File: config.mk
export PLATFORM = sky130hd
export DESIGN_NAME = parallel_port_status
export DESIGN_NICKNAME = d
export VERILOG_FILES = /design/src/rtl/ppcfg_pkg.sv /design/src/rtl/edge_find.sv /design/src/rtl/parallel_port_status.sv /design/src/rtl/sync2.sv
export SDC_FILE = /design/constraint.sdc
export NUM_CORES = 1
export LEC_CHECK = 0
export BUFFER_PORTS_ARGS = -buffer_cell sky130_fd_sc_hd__buf_2
export CORE_MARGIN = 2
export CORE_UTILIZATION = 53
export CTS_BUF_LIST = sky130_fd_sc_hd__clkbuf_8 sky130_fd_sc_hd__clkbuf_16
export DETAILED_ROUTE_END_ITERATION = 8
export PLACE_DENSITY = 0.87
export SETUP_SLACK_MARGIN = 0.1
export SLEW_MARGIN = 20
export SYNTH_ARGS = -nofsm -noshare
export SYNTH_HDL_FRONTEND = slang
export SYNTH_SLANG_ARGS = --single-unit
File: constraint.sdc
create_clock -name aclk -period 3 [get_ports aclk]
set_input_delay 0.6 -clock aclk [delete_from_list [all_inputs] [get_ports aclk]]
set_output_delay 0.6 -clock aclk [all_outputs]
set_load 0.02 [all_outputs]
File: src/rtl/ppcfg_pkg.sv
package ppcfg_pkg;

    // =======================================================
    // register map
    localparam int AXI_ADDR_W = 8;
    localparam logic [7:0] ADDR_BASIC_MODE_CONTROL = 8'h00;
    localparam logic [7:0] ADDR_PARALLEL_PORT_CONFIG = 8'h04;
    localparam logic [7:0] ADDR_STATUS = 8'h08;
    localparam logic [7:0] ADDR_TX_DATA = 8'h0c;

    localparam int BMC_LOOPBACK_BIT = 0;
    localparam int BMC_COL_TEST_BIT = 1;

    localparam int CFG_MODE_LSB = 0;
    localparam int CFG_MODE_W = 3;
    localparam int CFG_TWO_CLOCK_BIT = 4;
    localparam int CFG_CLOCK_OUT_BIT = 5;
    localparam int CFG_ROLE_BIT = 6;
    localparam int CFG_SPEED10_BIT = 7;

    localparam int ST_COL_BIT = 0;
    localparam int ST_CRS_BIT = 1;
    localparam int ST_STRAP_LSB = 2;
    localparam int ST_TXCLK_IN_BIT = 6;
    localparam int ST_TWO_CLOCK_BIT = 7;

    localparam logic [2:0] MODE_MII = 3'h0;
    localparam logic [2:0] MODE_GMII = 3'h1;
    localparam logic [2:0] MODE_RGMII = 3'h2;
    localparam logic [2:0] MODE_TBI = 3'h3;
    localparam logic [2:0] MODE_RTBI = 3'h4;

    localparam logic [2:0] MODE_RESET = MODE_MII;
    localparam logic RESET_OFF = 1'b0;

    localparam logic [1:0] RESP_OKAY = 2'h0;
    localparam logic [1:0] RESP_SLVERR = 2'h2;

    // =======================================================
    // timing
    localparam int CLK_FREQ_KHZ = 100000;
    localparam int MII_100_FREQ_KHZ = 25000;
    localparam int MII_10_FREQ_KHZ = 2500;
    localparam int HALF_100_CYCLES = CLK_FREQ_KHZ / (2 * MII_100_FREQ_KHZ);
    localparam int HALF_10_CYCLES = CLK_FREQ_KHZ / (2 * MII_10_FREQ_KHZ);
    localparam int DIV_W = 5;

endpackage

File: src/rtl/edge_find.sv
`timescale 1ns/1ps
// =======================================================
// rise and fall detect on a synchronised clock level
module edge_find (
    input wire logic aclk,
    input wire logic aresetn,
    input wire logic level,
    output logic rise,
    output logic fall
);
    logic last;

    always_ff @(posedge aclk)
    begin
        if (!aresetn)
            last <= 1'b0;
        else
            last <= level;
    end

    assign rise = level && !last;
    assign fall = !level && last;
endmodule

File: src/rtl/parallel_port_status.sv
// Design decisions made here: the register offsets and the AXI4-Lite interface to the registers.
`timescale 1ns/1ps
module parallel_port_status
    import ppcfg_pkg::*;
(
    input wire logic aclk,
    input wire logic aresetn,
    input wire logic [7:0] s_axi_awaddr,
    input wire logic s_axi_awvalid,
    output logic s_axi_awready,
    input wire logic [31:0] s_axi_wdata,
    input wire logic [3:0] s_axi_wstrb,
    input wire logic s_axi_wvalid,
    output logic s_axi_wready,
    output logic [1:0] s_axi_bresp,
    output logic s_axi_bvalid,
    input wire logic s_axi_bready,
    input wire logic [7:0] s_axi_araddr,
    input wire logic s_axi_arvalid,
    output logic s_axi_arready,
    output logic [31:0] s_axi_rdata,
    output logic [1:0] s_axi_rresp,
    output logic s_axi_rvalid,
    input wire logic s_axi_rready,
    input wire logic tx_active,
    input wire logic rx_active,
    input wire logic collision,
    input wire logic rx_comma,
    input wire logic rx_clock,
    input wire logic ref_clock_125,
    input wire logic col_i,
    output logic col_o,
    output logic col_oe,
    input wire logic crs_i,
    output logic crs_o,
    output logic crs_oe,
    input wire logic rx_dv_i,
    input wire logic txclk_i,
    output logic txclk_o,
    output logic txclk_oe,
    input wire logic gtxclk,
    input wire logic [7:0] txd,
    output logic [7:0] tx_data,
    output logic tx_valid
);
    // =======================================================
    // pin synchronisers
    logic [3:0] strap_s;
    logic [3:0] clk_s;
    logic [7:0] txd_s;
    logic rx_comma_s;
    logic txclk_s;
    logic gtx_s;
    logic rxclk_s;
    logic clk125_s;

    sync2 #(.W(4)) u_sync_strap (
        .aclk(aclk),
        .async_in({txclk_i, rx_dv_i, crs_i, col_i}),
        .sync_out(strap_s)
    );

    sync2 #(.W(4)) u_sync_clk (
        .aclk(aclk),
        .async_in({ref_clock_125, rx_clock, gtxclk, rx_comma}),
        .sync_out(clk_s)
    );

    sync2 #(.W(8)) u_sync_txd (
        .aclk(aclk),
        .async_in(txd),
        .sync_out(txd_s)
    );

    assign rx_comma_s = clk_s[0];
    assign gtx_s = clk_s[1];
    assign rxclk_s = clk_s[2];
    assign clk125_s = clk_s[3];
    assign txclk_s = strap_s[3];

    logic gtx_rise;
    logic gtx_fall;
    logic rx_rise;
    logic rx_fall;

    edge_find u_edge_gtx (
        .aclk(aclk),
        .aresetn(aresetn),
        .level(gtx_s),
        .rise(gtx_rise),
        .fall(gtx_fall)
    );

    edge_find u_edge_rx (
        .aclk(aclk),
        .aresetn(aresetn),
        .level(rxclk_s),
        .rise(rx_rise),
        .fall(rx_fall)
    );

    // =======================================================
    // strap capture
    // taken on the first edge after release, from pins seen during reset
    logic strap_done;
    logic [3:0] strap;

    always_ff @(posedge aclk)
    begin
        if (!aresetn)
        begin
            strap_done <= 1'b0;
            strap <= 4'h0;
        end
        else if (!strap_done)
        begin
            strap_done <= 1'b1;
            strap <= strap_s;
        end
    end

    // =======================================================
    // configuration registers
    logic loopback_enable;
    logic collision_test;
    logic [2:0] mode;
    logic ten_bit_two_clock_select;
    logic clock_out_enable;
    logic port_role_select;
    logic speed_10;

    logic is_mii;
    logic is_gmii;
    logic is_rgmii;
    logic is_tbi;
    logic is_rtbi;
    logic col_mode;
    logic ten_bit_mode;
    logic two_clock_eff;
    logic two_clock_mode;
    logic clock_out_eff;

    assign is_mii = (mode == MODE_MII);
    assign is_gmii = (mode == MODE_GMII);
    assign is_rgmii = (mode == MODE_RGMII);
    assign is_tbi = (mode == MODE_TBI);
    assign is_rtbi = (mode == MODE_RTBI);
    assign col_mode = is_mii || is_gmii || is_rgmii;
    assign ten_bit_mode = is_tbi || is_rtbi;
    assign two_clock_eff = ten_bit_two_clock_select || strap[2];
    assign two_clock_mode = is_tbi && two_clock_eff;
    assign clock_out_eff = clock_out_enable || strap[3];

    // =======================================================
    // collision and carrier / comma pins
    logic forced_low;
    logic comma_tick;
    logic next_col;
    logic next_crs;

    assign forced_low = loopback_enable && !collision_test;
    // collision test with loopback reports own transmission as collision
    assign next_col = forced_low ? 1'b0 : (loopback_enable ? tx_active : collision);
    assign comma_tick = rx_rise || (two_clock_mode && rx_fall);
    assign next_crs = ten_bit_mode ? (comma_tick ? rx_comma_s : crs_o) : (tx_active || rx_active);

    always_ff @(posedge aclk)
    begin
        if (!aresetn)
        begin
            col_o <= 1'b0;
            crs_o <= 1'b0;
        end
        else
        begin
            col_o <= next_col;
            crs_o <= next_crs;
        end
    end

    assign col_oe = strap_done && col_mode;
    assign crs_oe = strap_done;

    // =======================================================
    // transmit clock pin
    logic [DIV_W-1:0] div_cnt;
    logic [DIV_W-1:0] div_last;
    logic mii_clk;

    assign div_last = speed_10 ? DIV_W'(HALF_10_CYCLES - 1) : DIV_W'(HALF_100_CYCLES - 1);

    always_ff @(posedge aclk)
    begin
        if (!aresetn || !is_mii || port_role_select)
        begin
            div_cnt <= '0;
            mii_clk <= 1'b0;
        end
        else if (div_cnt >= div_last)
        begin
            div_cnt <= '0;
            mii_clk <= !mii_clk;
        end
        else
            div_cnt <= div_cnt + DIV_W'(1);
    end

    // outside mii the pin clocks are sampled copies, good only for slow bench clocks
    assign txclk_o = is_mii ? mii_clk : (two_clock_mode ? !rxclk_s : clk125_s);
    assign txclk_oe = strap_done && (is_mii ? !port_role_select : (two_clock_mode || clock_out_eff));

    // =======================================================
    // transmit data capture
    logic [3:0] low_nibble;
    logic gmii_take;
    logic rgmii_low;
    logic rgmii_high;

    assign gmii_take = is_gmii && gtx_rise;
    assign rgmii_low = is_rgmii && !speed_10 && gtx_rise;
    assign rgmii_high = is_rgmii && !speed_10 && gtx_fall;

    always_ff @(posedge aclk)
    begin
        if (!aresetn)
        begin
            low_nibble <= 4'h0;
            tx_data <= 8'h00;
            tx_valid <= 1'b0;
        end
        else
        begin
            tx_valid <= gmii_take || rgmii_high;
            if (rgmii_low)
                low_nibble <= txd_s[3:0];
            if (gmii_take)
                tx_data <= txd_s;
            else if (rgmii_high)
                tx_data <= {txd_s[3:0], low_nibble};
        end
    end

    // =======================================================
    // axi4-lite slave
    logic aw_held;
    logic w_held;
    logic [7:0] aw_addr;
    logic [31:0] w_data;
    logic [3:0] w_strb;
    logic do_write;
    logic wr_bmc;
    logic wr_cfg;
    logic wr_hit;
    logic [31:0] rd_mux;
    logic rd_hit;

    assign s_axi_awready = !aw_held && !s_axi_bvalid;
    assign s_axi_wready = !w_held && !s_axi_bvalid;
    assign s_axi_arready = !s_axi_rvalid;
    assign do_write = aw_held && w_held && !s_axi_bvalid;
    assign wr_bmc = do_write && (aw_addr == ADDR_BASIC_MODE_CONTROL) && w_strb[0];
    assign wr_cfg = do_write && (aw_addr == ADDR_PARALLEL_PORT_CONFIG) && w_strb[0];
    assign wr_hit = (aw_addr == ADDR_BASIC_MODE_CONTROL) || (aw_addr == ADDR_PARALLEL_PORT_CONFIG);

    assign rd_hit = (s_axi_araddr == ADDR_BASIC_MODE_CONTROL) || (s_axi_araddr == ADDR_PARALLEL_PORT_CONFIG)
        || (s_axi_araddr == ADDR_STATUS) || (s_axi_araddr == ADDR_TX_DATA);
    assign rd_mux = (s_axi_araddr == ADDR_BASIC_MODE_CONTROL) ? {30'h0, collision_test, loopback_enable}
        : (s_axi_araddr == ADDR_PARALLEL_PORT_CONFIG)
            ? {24'h0, speed_10, port_role_select, clock_out_enable, ten_bit_two_clock_select, 1'b0, mode}
        : (s_axi_araddr == ADDR_STATUS) ? {24'h0, two_clock_eff, txclk_s, strap, crs_o, col_o}
        : (s_axi_araddr == ADDR_TX_DATA) ? {24'h0, tx_data}
        : 32'h0;

    always_ff @(posedge aclk)
    begin
        if (!aresetn)
        begin
            aw_held <= 1'b0;
            w_held <= 1'b0;
            aw_addr <= 8'h00;
            w_data <= 32'h0;
            w_strb <= 4'h0;
            s_axi_bvalid <= 1'b0;
            s_axi_bresp <= RESP_OKAY;
        end
        else
        begin
            if (s_axi_awvalid && s_axi_awready)
            begin
                aw_held <= 1'b1;
                aw_addr <= s_axi_awaddr;
            end
            if (s_axi_wvalid && s_axi_wready)
            begin
                w_held <= 1'b1;
                w_data <= s_axi_wdata;
                w_strb <= s_axi_wstrb;
            end
            if (do_write)
            begin
                aw_held <= 1'b0;
                w_held <= 1'b0;
                s_axi_bvalid <= 1'b1;
                s_axi_bresp <= wr_hit ? RESP_OKAY : RESP_SLVERR;
            end
            else if (s_axi_bvalid && s_axi_bready)
                s_axi_bvalid <= 1'b0;
        end
    end

    always_ff @(posedge aclk)
    begin
        if (!aresetn)
        begin
            loopback_enable <= RESET_OFF;
            collision_test <= RESET_OFF;
            mode <= MODE_RESET;
            ten_bit_two_clock_select <= RESET_OFF;
            clock_out_enable <= RESET_OFF;
            port_role_select <= RESET_OFF;
            speed_10 <= RESET_OFF;
        end
        else if (wr_bmc)
        begin
            loopback_enable <= w_data[BMC_LOOPBACK_BIT];
            collision_test <= w_data[BMC_COL_TEST_BIT];
        end
        else if (wr_cfg)
        begin
            mode <= w_data[CFG_MODE_LSB +: CFG_MODE_W];
            ten_bit_two_clock_select <= w_data[CFG_TWO_CLOCK_BIT];
            clock_out_enable <= w_data[CFG_CLOCK_OUT_BIT];
            port_role_select <= w_data[CFG_ROLE_BIT];
            speed_10 <= w_data[CFG_SPEED10_BIT];
        end
    end

    always_ff @(posedge aclk)
    begin
        if (!aresetn)
        begin
            s_axi_rvalid <= 1'b0;
            s_axi_rdata <= 32'h0;
            s_axi_rresp <= RESP_OKAY;
        end
        else if (s_axi_arvalid && s_axi_arready)
        begin
            s_axi_rvalid <= 1'b1;
            s_axi_rdata <= rd_mux;
            s_axi_rresp <= rd_hit ? RESP_OKAY : RESP_SLVERR;
        end
        else if (s_axi_rready)
            s_axi_rvalid <= 1'b0;
    end
endmodule

File: src/rtl/sync2.sv
`timescale 1ns/1ps
// =======================================================
// two-flop synchroniser
// no reset: strap pins must keep being sampled while reset is low
module sync2 #(
    parameter int W = 1
) (
    input wire logic aclk,
    input wire logic [W-1:0] async_in,
    output logic [W-1:0] sync_out
);
    logic [W-1:0] stage1;

    always_ff @(posedge aclk)
    begin
        stage1 <= async_in;
        sync_out <= stage1;
    end
endmodule

== Word level (Yosys, flattened, before mapping) ==
Index checks and enable logic that the tools add are counted.

* Add/sub/neg operators: 1
* Magnitude comparators: 1
* Eq/ne operators: 9
* Muxes and demuxes: 20
* Bitwise operators: 2
* Reduce and logical (&&, ||, !) cells: 64

{| class="wikitable"
|+ Operators by type and width
! operator !! count
|-
| $mux W8 || 6
|-
| $logic_and A1 B1 Y1 || 25
|-
| $eq A8 B3 Y1 const B || 2
|-
| $eq A8 B4 Y1 const B || 2
|-
| $logic_not A8 Y1 || 2
|-
| $logic_or A1 B1 Y1 || 15
|-
| $logic_not A1 Y1 || 14
|-
| $mux W1 || 11
|-
| $eq A3 B2 Y1 const B || 2
|-
| $reduce_bool A2 Y1 || 3
|-
| $reduce_or A2 Y1 || 3
|-
| $add A5 B1 Y5 const B || 1
|-
| $ge A5 B5 Y1 || 1
|-
| $mux W5 || 1
|-
| $mux W2 || 2
|-
| $eq A3 B1 Y1 const B || 1
|-
| $eq A3 B3 Y1 const B || 1
|-
| $logic_not A3 Y1 || 1
|-
| $ne A2 B1 Y1 const B || 1
|-
| $not A1 Y1 || 2
|-
| $reduce_and A2 Y1 || 1
|}

* Register bits: 126
* Input port bits: 78
* Output and inout bits: 56
* Logic and storage cells: 131

== Depth between registers and ports, before layout ==
Gate-level depths: netlist of the first run.

* Depth in word-level cells: 6
* Gate-level depth with buffers: 6

== Cells and area by module ==
A second synthesis of the first run with hierarchy kept.

* Cells, all modules: 380
* Area, all modules: 3749.8 µm²

{| class="wikitable"
|+ By module, submodules not included
! module !! instances !! cells each !! area each (µm²) !! sequential area each (µm²)
|-
| parallel_port_status || 1 || 340 || 3031.7 || 1301.2
|-
| sync2 at u_sync_clk ... || 2 || 8 || 160.2 || 160.2
|-
| sync2 at u_sync_txd || 1 || 16 || 320.3 || 320.3
|-
| edge_find || 2 || 4 || 38.8 || 20.0
|}

== Least setup slack after synthesis of the first run ==
OpenSTA, ideal clock, no wires.

* Path type: reg2out
* Start: reg mode[0]
* End: out txclk_o
* Arrival time: 1.401 ns
* Data required time: 2.400 ns
* Slack: 0.999 ns
* Stages on the path, launching flop included: 5
* Path buffers: 0
* Cells stage by stage: dfxtp_1 nand2_1 nor3_1 mux2i_1 o21ai_0

* Longest elaborated chain between the ends: 4
* Elaborated cells between the ends (all ways): 5
* Those cells by class: 1 x eq/ne; 2 x mux; 2 x reduce/logical

{| class="wikitable"
|+ RTL lines
! what !! line !! RTL
|-
| start: declaration || parallel_port_status.sv:126 || <nowiki>logic [2:0] mode;</nowiki>
|-
| start signal: assignment || parallel_port_status.sv:330 || <nowiki>mode <= w_data[CFG_MODE_LSB +: CFG_MODE_W];</nowiki>
|-
| $eq A3 B2 Y1 || parallel_port_status.sv:146 || <nowiki>assign is_tbi = (mode == MODE_TBI);</nowiki>
|-
| $logic_and A1 B1 Y1 || parallel_port_status.sv:151 || <nowiki>assign two_clock_mode = is_tbi && two_clock_eff;</nowiki>
|-
| $mux W1 || parallel_port_status.sv:209 || <nowiki>assign txclk_o = is_mii ? mii_clk : (two_clock_mode ? !rxclk_s : clk125_s);</nowiki>
|-
| $mux W1 (*) || parallel_port_status.sv:209 ||
|-
| end: declaration || parallel_port_status.sv:39 || <nowiki>output logic txclk_o,</nowiki>
|}

Mark *: on every way between the ends. The rest lies on a longest branch, timed or not.

== Worst setup path after layout of the first run ==
Ends and elaborated chain as after synthesis.

==> results of run 1 <==
state kept, by name, indices dropped and copies added (netlist names), 3 cells and up:
register               cells
u_sync_strap.sync_out      4
mode                       3
u_sync_clk.stage1          4
low_nibble                 4
aw_addr                    8
u_sync_txd.sync_out        8
w_data                     7
s_axi_rdata                8
div_cnt                    5
u_sync_strap.stage1        4
strap                      4
tx_data                    8
u_sync_clk.sync_out        4
u_sync_txd.stage1          8
path summary, 6_finish.rpt:
path / startpoint / end / slack [ns] / cells after the start
worst max-delay path: mode[0]$_SDFFE_PN0P_ / txclk_o / 0.55 / 5
worst min-delay path: u_sync_clk.stage1[3]$_DFF_P_ / u_sync_clk.sync_out[3]$_DFF_P_ / 0.33 / 0
worst max register to register: speed_10$_SDFFE_PN0P_ / div_cnt[0]$_SDFF_PP0_ / 0.98 / 6
worst min register to register: u_sync_clk.stage1[3]$_DFF_P_ / u_sync_clk.sync_out[3]$_DFF_P_ / 0.33 / 0
cell type report:
cell class	instances	share of cell area
repair buffers	80	0.0933
flip-flops and latches	99	0.459
clock buffers	12	0.0382
clock inverters	2	0.00290
multi-input cells	239	0.374
well taps	96	0.0278
inverters	6	0.00522
critical path: cells and delay by family (launching register included):
family	cells	cell delay (ns)
AOI/OAI and AO/OA	1	0.10
buffers and inverters	1	0.20
DFF	1	0.51
muxes	1	0.22
and+or+nand+nor	2	0.49
per-stage QoR:
| step | area, um2 | power [uW] | worst slack (ns) | hold WS, ns | util |
|---|---|---|---|---|---|
| floorplan | 3890 | 1690 | 0.999 | 0.310 | - |
| global placement | 4140 | 1740 | 0.927 | 0.311 | 0.603 |
| detailed placement | 4140 | 1750 | 0.914 | 0.314 | 0.603 |
| CTS | 4320 | 2510 | 0.504 | 0.321 | 0.629 |
| global route | 4320 | 2610 | 0.394 | 0.311 | 0.629 |
| finish | 4320 | 2480 | 0.546 | 0.330 | 0.629 |
layout by cell type, fill, tap and decap left out, types with 12 or more instances in the layout:
master	instances
conb_1	26
mux2i_1	28
dfxtp_1	99
nor2b_1	34
nand3_1	13
nand2_1	29
buf_2	79
o21ai_0	16
clkbuf_8	12
a22oi_1	12
kinds of logic (layout without fill, tap and decap cells):
| group | after synthesis | after routing | synth area share |
|---|---|---|---|
| muxes | 35 | 35 | 0.0947 |
| DFF | 99 | 99 | 0.522 |
| buffers and inverters | 49 | 100 | 0.0772 |
| AOI/OAI and AO/OA | 56 | 56 | 0.107 |
| and+or+nand+nor | 115 | 115 | 0.179 |
| xor gates and xnor gates | 4 | 4 | 0.00924 |
| other | 1 | 26 | 0.000988 |
| adders and majority gates | 3 | 3 | 0.00990 |
layer usage:
metal | share of wire | up-vias | GRT usage
met5 | 0 | - | 0
met4 | 0.016 | 0 | 0.0785
met3 | 0.074 | 12 | 0.0756
met2 | 0.48 | 104 | 0.327
met1 | 0.43 | 1190 | 0.227
li1 | - | 1341 | -
power groups by stage:
stage / logic [uW] / clock network (uW) / registers, uW
CTS: 294 / 787 / 1430
floorplan: 240 / 0 / 1450
detailed placement: 292 / 0 / 1460
global placement: 284 / 0 / 1460
global route: 329 / 839 / 1440
finish: 291 / 758 / 1430
==> metrics.md, run 1 <==
| Metric | Value |
|---|---|
| Die height | `between 80 and 90 um` |
| Setup TNS | `0 ns` |
| Static Leak | `0.00188 uW` |
| Clk_skew | `0.00953 ns` |
| Die Span X | `just under 90 um` |
| Startpoint types | `flop` |
| First-pass GRT wire length | `11600 um` |
| Synth unique cells | `49` |
| Initial antenna violation count | `0` |
| Max Root-Sink Buffers | `2` |
| Setup crit end kind | `output port` |
| Most frequent cell after synthesis | `dfxtp_1` |
| Final ANT Viol Nets | `0` |
| FMAX | `407 MHz` |
| Final min period | `2.45 ns` |
| 1st-iter DRT viols | `roughly 110` |
| NetSw | `607 uW` |
| Syn Area/Cell | `approximately 10 um2` |
| Routed wire length | `7120 um` |
| All-layer global routing usage | `0.196` |
| CTS tree | `built` |
| Yosys reg bits | `between 90 and 100` |
| Unrepaired setup endpoints after global routing | `no` |
| Slew @ Worst Pin | `0.890 ns` |
| Area contributors post-synth | `dfxtp_1 52%, mux2i_1 7.4%, nor2b_1 5.6%` |
| Critical path class | `reg -> out` |
| Power Internal | `1870 uW` |
| DRC | `0` |
| Async set-reset flop share out of synthesis | `0` |
| YS warnings | `0` |
| Synth area leader | `dfxtp_1` |
| Layout Cells excl Fill | `approximately 530` |
| Worst path required time | `2.40 ns` |
| Final period util | `0.818` |
| Number of max-cap violations | `0` |
| Critical path cell sequence | `nand2_1 -> nor3_1 -> mux2i_1 -> o21ai_0 -> buf_2` |
| Avg Vias per Cell | `just under 5` |
| Sequential fraction of design power | `0.577` |
| Gates resized, CTS repair | `0` |
| CP Max Fanout | `7` |
| Count of pins over their slew limit | `0` |
| Most instantiated cells after synthesis | `99 x dfxtp_1, 34 x nor2b_1, 29 x nand2_1` |
| Clk pwr share | `0.306` |
| I/O pins | `134` |
| Routability cong. | `0.809` |
| Gate power share | `0.117` |
| Primary FF master, synth | `dfxtp_1` |
| Mapped cell area | `3790 um2` |
| Critical Path AT | `~1.9 ns` |
| Post-synth EDFFs | `0` |
| Area growth syn-to-layout | `13.8%` |
| Status | `finished, final reports clean` |
| Slowest CP cell | `dfxtp_1` |
| Pwr dens | `574 nW/um2` |
| Nets | `516` |
| Die Footprint | `7850 um2` |
| Setup Viol. Count Final | `0` |
| Root Driver | `clkbuf_8` |
| Drt pass-1 iters | `4` |
| Clk slew on worst S/H paths | `~0.080 ns` |
| Seq/Total Area, Yosys | `0.522` |
| Gr ovfl total | `0` |
| Slowest stage delay, CP | `0.51 ns` |
| Sw Ratio | `0.245` |
| Hpwl dp | `5310 um` |
| Syn Inst Count | `about 360` |
| Vias | `roughly 2.6k` |
| Max VDD drop | `0.385 mV` |
| H-Tree Depth | `3` |
| # diodes | `0` |
| Setup bufs post-CTS | `0` |
| Port Buffers | `79` |
| Multi-input gate area | `1610 um2` |
| Core area | `6870 um2` |
| Initial Util | `0.552` |
| Clk_lat worst skew | `0.35 ns` |
| Inst Count DP | `520` |
| Reg area | `roughly 2000 um2` |
| Share of layout cells above drive strength 1 | `0.244` |
| Post-cts hold buffer count | `0` |
| Post-DR wirelength/cell | `between 10 and 15 um` |
| Slew HR | `0.405` |
| Largest net degree at the start of global routing | `38` |
| Filler cells | `567` |
| Top-area cell type share of the netlist area | `0.522` |
| # clock sinks | `99` |
| Total CTS buffers | `9` |
| Row count | `30` |
| Number of global-route vias before repair | `approximately 2.6k` |
| Final Hold Fails | `0` |
| Hold Path Class | `reg -> reg` |
Power figures use the tool's default switching activity.
==> run 2, diff against run 1 <==
--- a/config.mk
+++ b/config.mk
@@ -7,10 +7,10 @@
 export LEC_CHECK = 0
 export BUFFER_PORTS_ARGS = -buffer_cell sky130_fd_sc_hd__buf_2
 export CORE_MARGIN = 2
-export CORE_UTILIZATION = 53
+export CORE_UTILIZATION = 44
 export CTS_BUF_LIST = sky130_fd_sc_hd__clkbuf_8 sky130_fd_sc_hd__clkbuf_16
 export DETAILED_ROUTE_END_ITERATION = 8
-export PLACE_DENSITY = 0.87
+export PLACE_DENSITY = 0.78
 export SETUP_SLACK_MARGIN = 0.1
 export SLEW_MARGIN = 20
 export SYNTH_ARGS = -nofsm -noshare
==> constraint.sdc (replaced) <==
create_clock -name aclk -period 2.2 [get_ports aclk]
set_input_delay 0.44 -clock aclk [delete_from_list [all_inputs] [get_ports aclk]]
set_output_delay 0.44 -clock aclk [all_outputs]
set_load 0.02 [all_outputs]
==> run 2 against run 1 <==
Against the previous run:
- wire length up 2.2%
- hold slack worse by 0.15 ns
- flip-flop and latch count unchanged
- sequential power up 36%
- count of clock-buffer cells in the layout down 1
- worst setup slack worse by 0.34 ns
- clock skew up 0.0011 ns
- critical path depth unchanged
==> metrics.md, run 2 (synthesis gave the netlist of run 1 again) <==
| Metric | Value |
|---|---|
| Status | `finished, final reports clean` |
| CP Max Fanout | `4 (-3)` |
| Die Footprint | `9380 um2 (+19%)` |
| Unrepaired setup endpoints after global routing | `no` |
| Max VDD drop | `0.454 mV (+18%)` |
| Port Buffers | `79 (unchanged)` |
| Commonest non-fill, non-tap cell in the layout | `dfxtp_1` |
| 1st-iter DRT viols | `76 (-28%)` |
| Sw Ratio | `0.238 (-0.00622)` |
| Row count | `33 (+10%)` |
| Routability cong. | `0.819 (+1.3%)` |
| I/O pins | `134 (unchanged)` |
| Power Internal | `2770 uW (+48%)` |
| Root Driver | `clkbuf_8` |
| # diodes | `0 (unchanged)` |
| Die Span X | `96.9 um (+9.3%)` |
| Drt pass-1 iters | `4 (unchanged)` |
| Startpoint types | `flop` |
| R2R Setup Slk | `0.34 ns (-0.64 ns)` |
| Post-DR wirelength/cell | `13.2 um (-1.1%)` |
| NetSw | `866 uW (+43%)` |
| Worst path required time | `1.76 ns (-0.64 ns)` |
| CTS tree | `built` |
| Most frequent cells in the layout | `96 x dfxtp_1, 79 x buf_2, 34 x nor2b_1` |
| Critical path class | `reg -> out` |
| Initial antenna violation count | `0 (unchanged)` |
| Max Root-Sink Buffers | `2 (unchanged)` |
| # clock sinks | `99 (unchanged)` |
| Filler cells | `748 (+32%)` |
| Largest net degree at the start of global routing | `39 (+2.6%)` |
| Number of max-cap violations | `0 (unchanged)` |
| Area growth syn-to-layout | `17.2%` |
| Share of layout cells above drive strength 1 | `0.271 (+0.0264)` |
| Gate power share | `0.113 (-0.004)` |
| Final Hold Fails | `0 (unchanged)` |
| Count of pins over their slew limit | `0 (unchanged)` |
| H-Tree Depth | `3 (unchanged)` |
| Hpwl dp | `5500 um (+3.6%)` |
| Nets | `523 (+1.4%)` |
| Static Leak | `0.00194 uW (+3.2%)` |
| Routed wire length | `7280 um (+2.2%)` |
| Final ANT Viol Nets | `0 (unchanged)` |
| Setup Viol. Count Final | `0 (unchanged)` |
| DRC | `0 (unchanged)` |
| Core area | `8300 um2 (+21%)` |
| Multi-input gate area | `1620 um2 (+0.70%)` |
| Initial Util | `0.457 (-0.0952)` |
| Clk slew on worst S/H paths | `0.09 ns (about the same)` |
| Final period util | `0.908` |
| Layout Cells excl Fill | `552 (+3.4%)` |
| Number of global-route vias before repair | `2515 (-1.6%)` |
| Vias | `2681 (+1.3%)` |
| Setup crit end kind | `output port` |
| Hold Path Class | `in -> reg` |
| Total CTS buffers | `9 (unchanged)` |
| Critical Path AT | `1.56 ns (-0.29 ns)` |
| Gr ovfl total | `0 (unchanged)` |
| Clk_skew | `0.0107 ns (+0.00112 ns)` |
| Avg Vias per Cell | `4.86 (-2.0%)` |
| Slew @ Worst Pin | `0.510 ns (-0.380 ns)` |
| Die height | `96.9 um (+9.3%)` |
| Final min period | `2.00 ns` |
| First-pass GRT wire length | `11700 um (+1.3%)` |
| Sequential fraction of design power | `0.537 (-0.040)` |
| Inst Count DP | `536 (+3.1%)` |
| Clk pwr share | `0.351 (+0.045)` |
| Pwr dens | `817 nW/um2 (+42%)` |
| Setup TNS | `0 ns (unchanged)` |
| FMAX | `501 MHz` |
| Slew HR | `0.659 (+0.254)` |
| Tot Pwr | `3630 uW (+47%)` |
| Reg area | `1990 um2 (+0.19%)` |
| Clk_lat worst skew | `0.35 ns (about the same)` |
| All-layer global routing usage | `0.153 (-0.0432)` |
==> run 2: cell types whose count changed in the layout (fill, tap and decap cells not counted), moves of 2 or more <==
cell / change
buf_4: +7
bufinv_16: +2
dfxtp_1: -3
dfxtp_2: +3
==> run 2: layout make-up <==
| class | instances | share of cell area |
|---|---|---|
| repair buffers | 87 | 0.102 |
| clock inverters | 5 | 0.0172 |
| flip-flops and latches | 99 | 0.447 |
| inverters | 6 | 0.00506 |
| clock buffers | 11 | 0.0340 |
| well taps | 105 | 0.0295 |
| multi-input cells | 239 | 0.365 |
==> run 2: what timing repair did <==
item,in CTS,in global routing
pin swaps,0,1
gates resized for setup,2,3
setup endpoints to repair,2,2
hold buffers,0,0
setup buffers,0,0
==> run 2: critical path, cell delays in order (launching register included) <==
cell and delay (ns):
dfxtp_2 0.39, nor2_1 0.09, nor3_2 0.25, mux2i_1 0.11, o21ai_0 0.17, buf_2 0.20
==> run 2: power by group through the flow <==
stage	clock network, uW	registers [uW]	logic, uW
after floorplan	0	1980	327
after global placement	0	1990	394
after detailed placement	0	1990	409
after CTS	1320	1950	411
after global routing	1380	1960	453
final	1270	1950	409
==> run 2: metrics by stage <==
stage | setup WS, ns | utilization | hold WS (ns) | cell area [um2]
floorplan | 0.359 | - | 0.310 | 3890
global placement | 0.445 | 0.507 | 0.313 | 4200
detailed placement | 0.376 | 0.507 | 0.312 | 4200
CTS | 0.174 | 0.535 | 0.160 | 4440
global route | 0.111 | 0.536 | 0.155 | 4450
finish | 0.202 | 0.536 | 0.182 | 4450
==> run 2: layer usage <==
layer,share of wire,track usage
met1,0.45,0.190
met2,0.46,0.247
met3,0.077,0.0571
met4,0.011,0.0455
met5,0,0
==> run 2: worst paths after layout <==
| kind | startpoint | endpoint | depth (start not counted) |
|---|---|---|---|
| hold reg to reg | u_sync_strap.stage1[2]$_DFF_P_ | u_sync_strap.sync_out[2]$_DFF_P_ | 0 |
| setup reg to reg | speed_10$_SDFFE_PN0P_ | div_cnt[4]$_SDFF_PP0_ | 6 |
| hold / removal | ref_clock_125 | u_sync_clk.stage1[3]$_DFF_P_ | 1 |
| setup / recovery | ten_bit_two_clock_select$_SDFFE_PN0P_ | txclk_o | 5 |
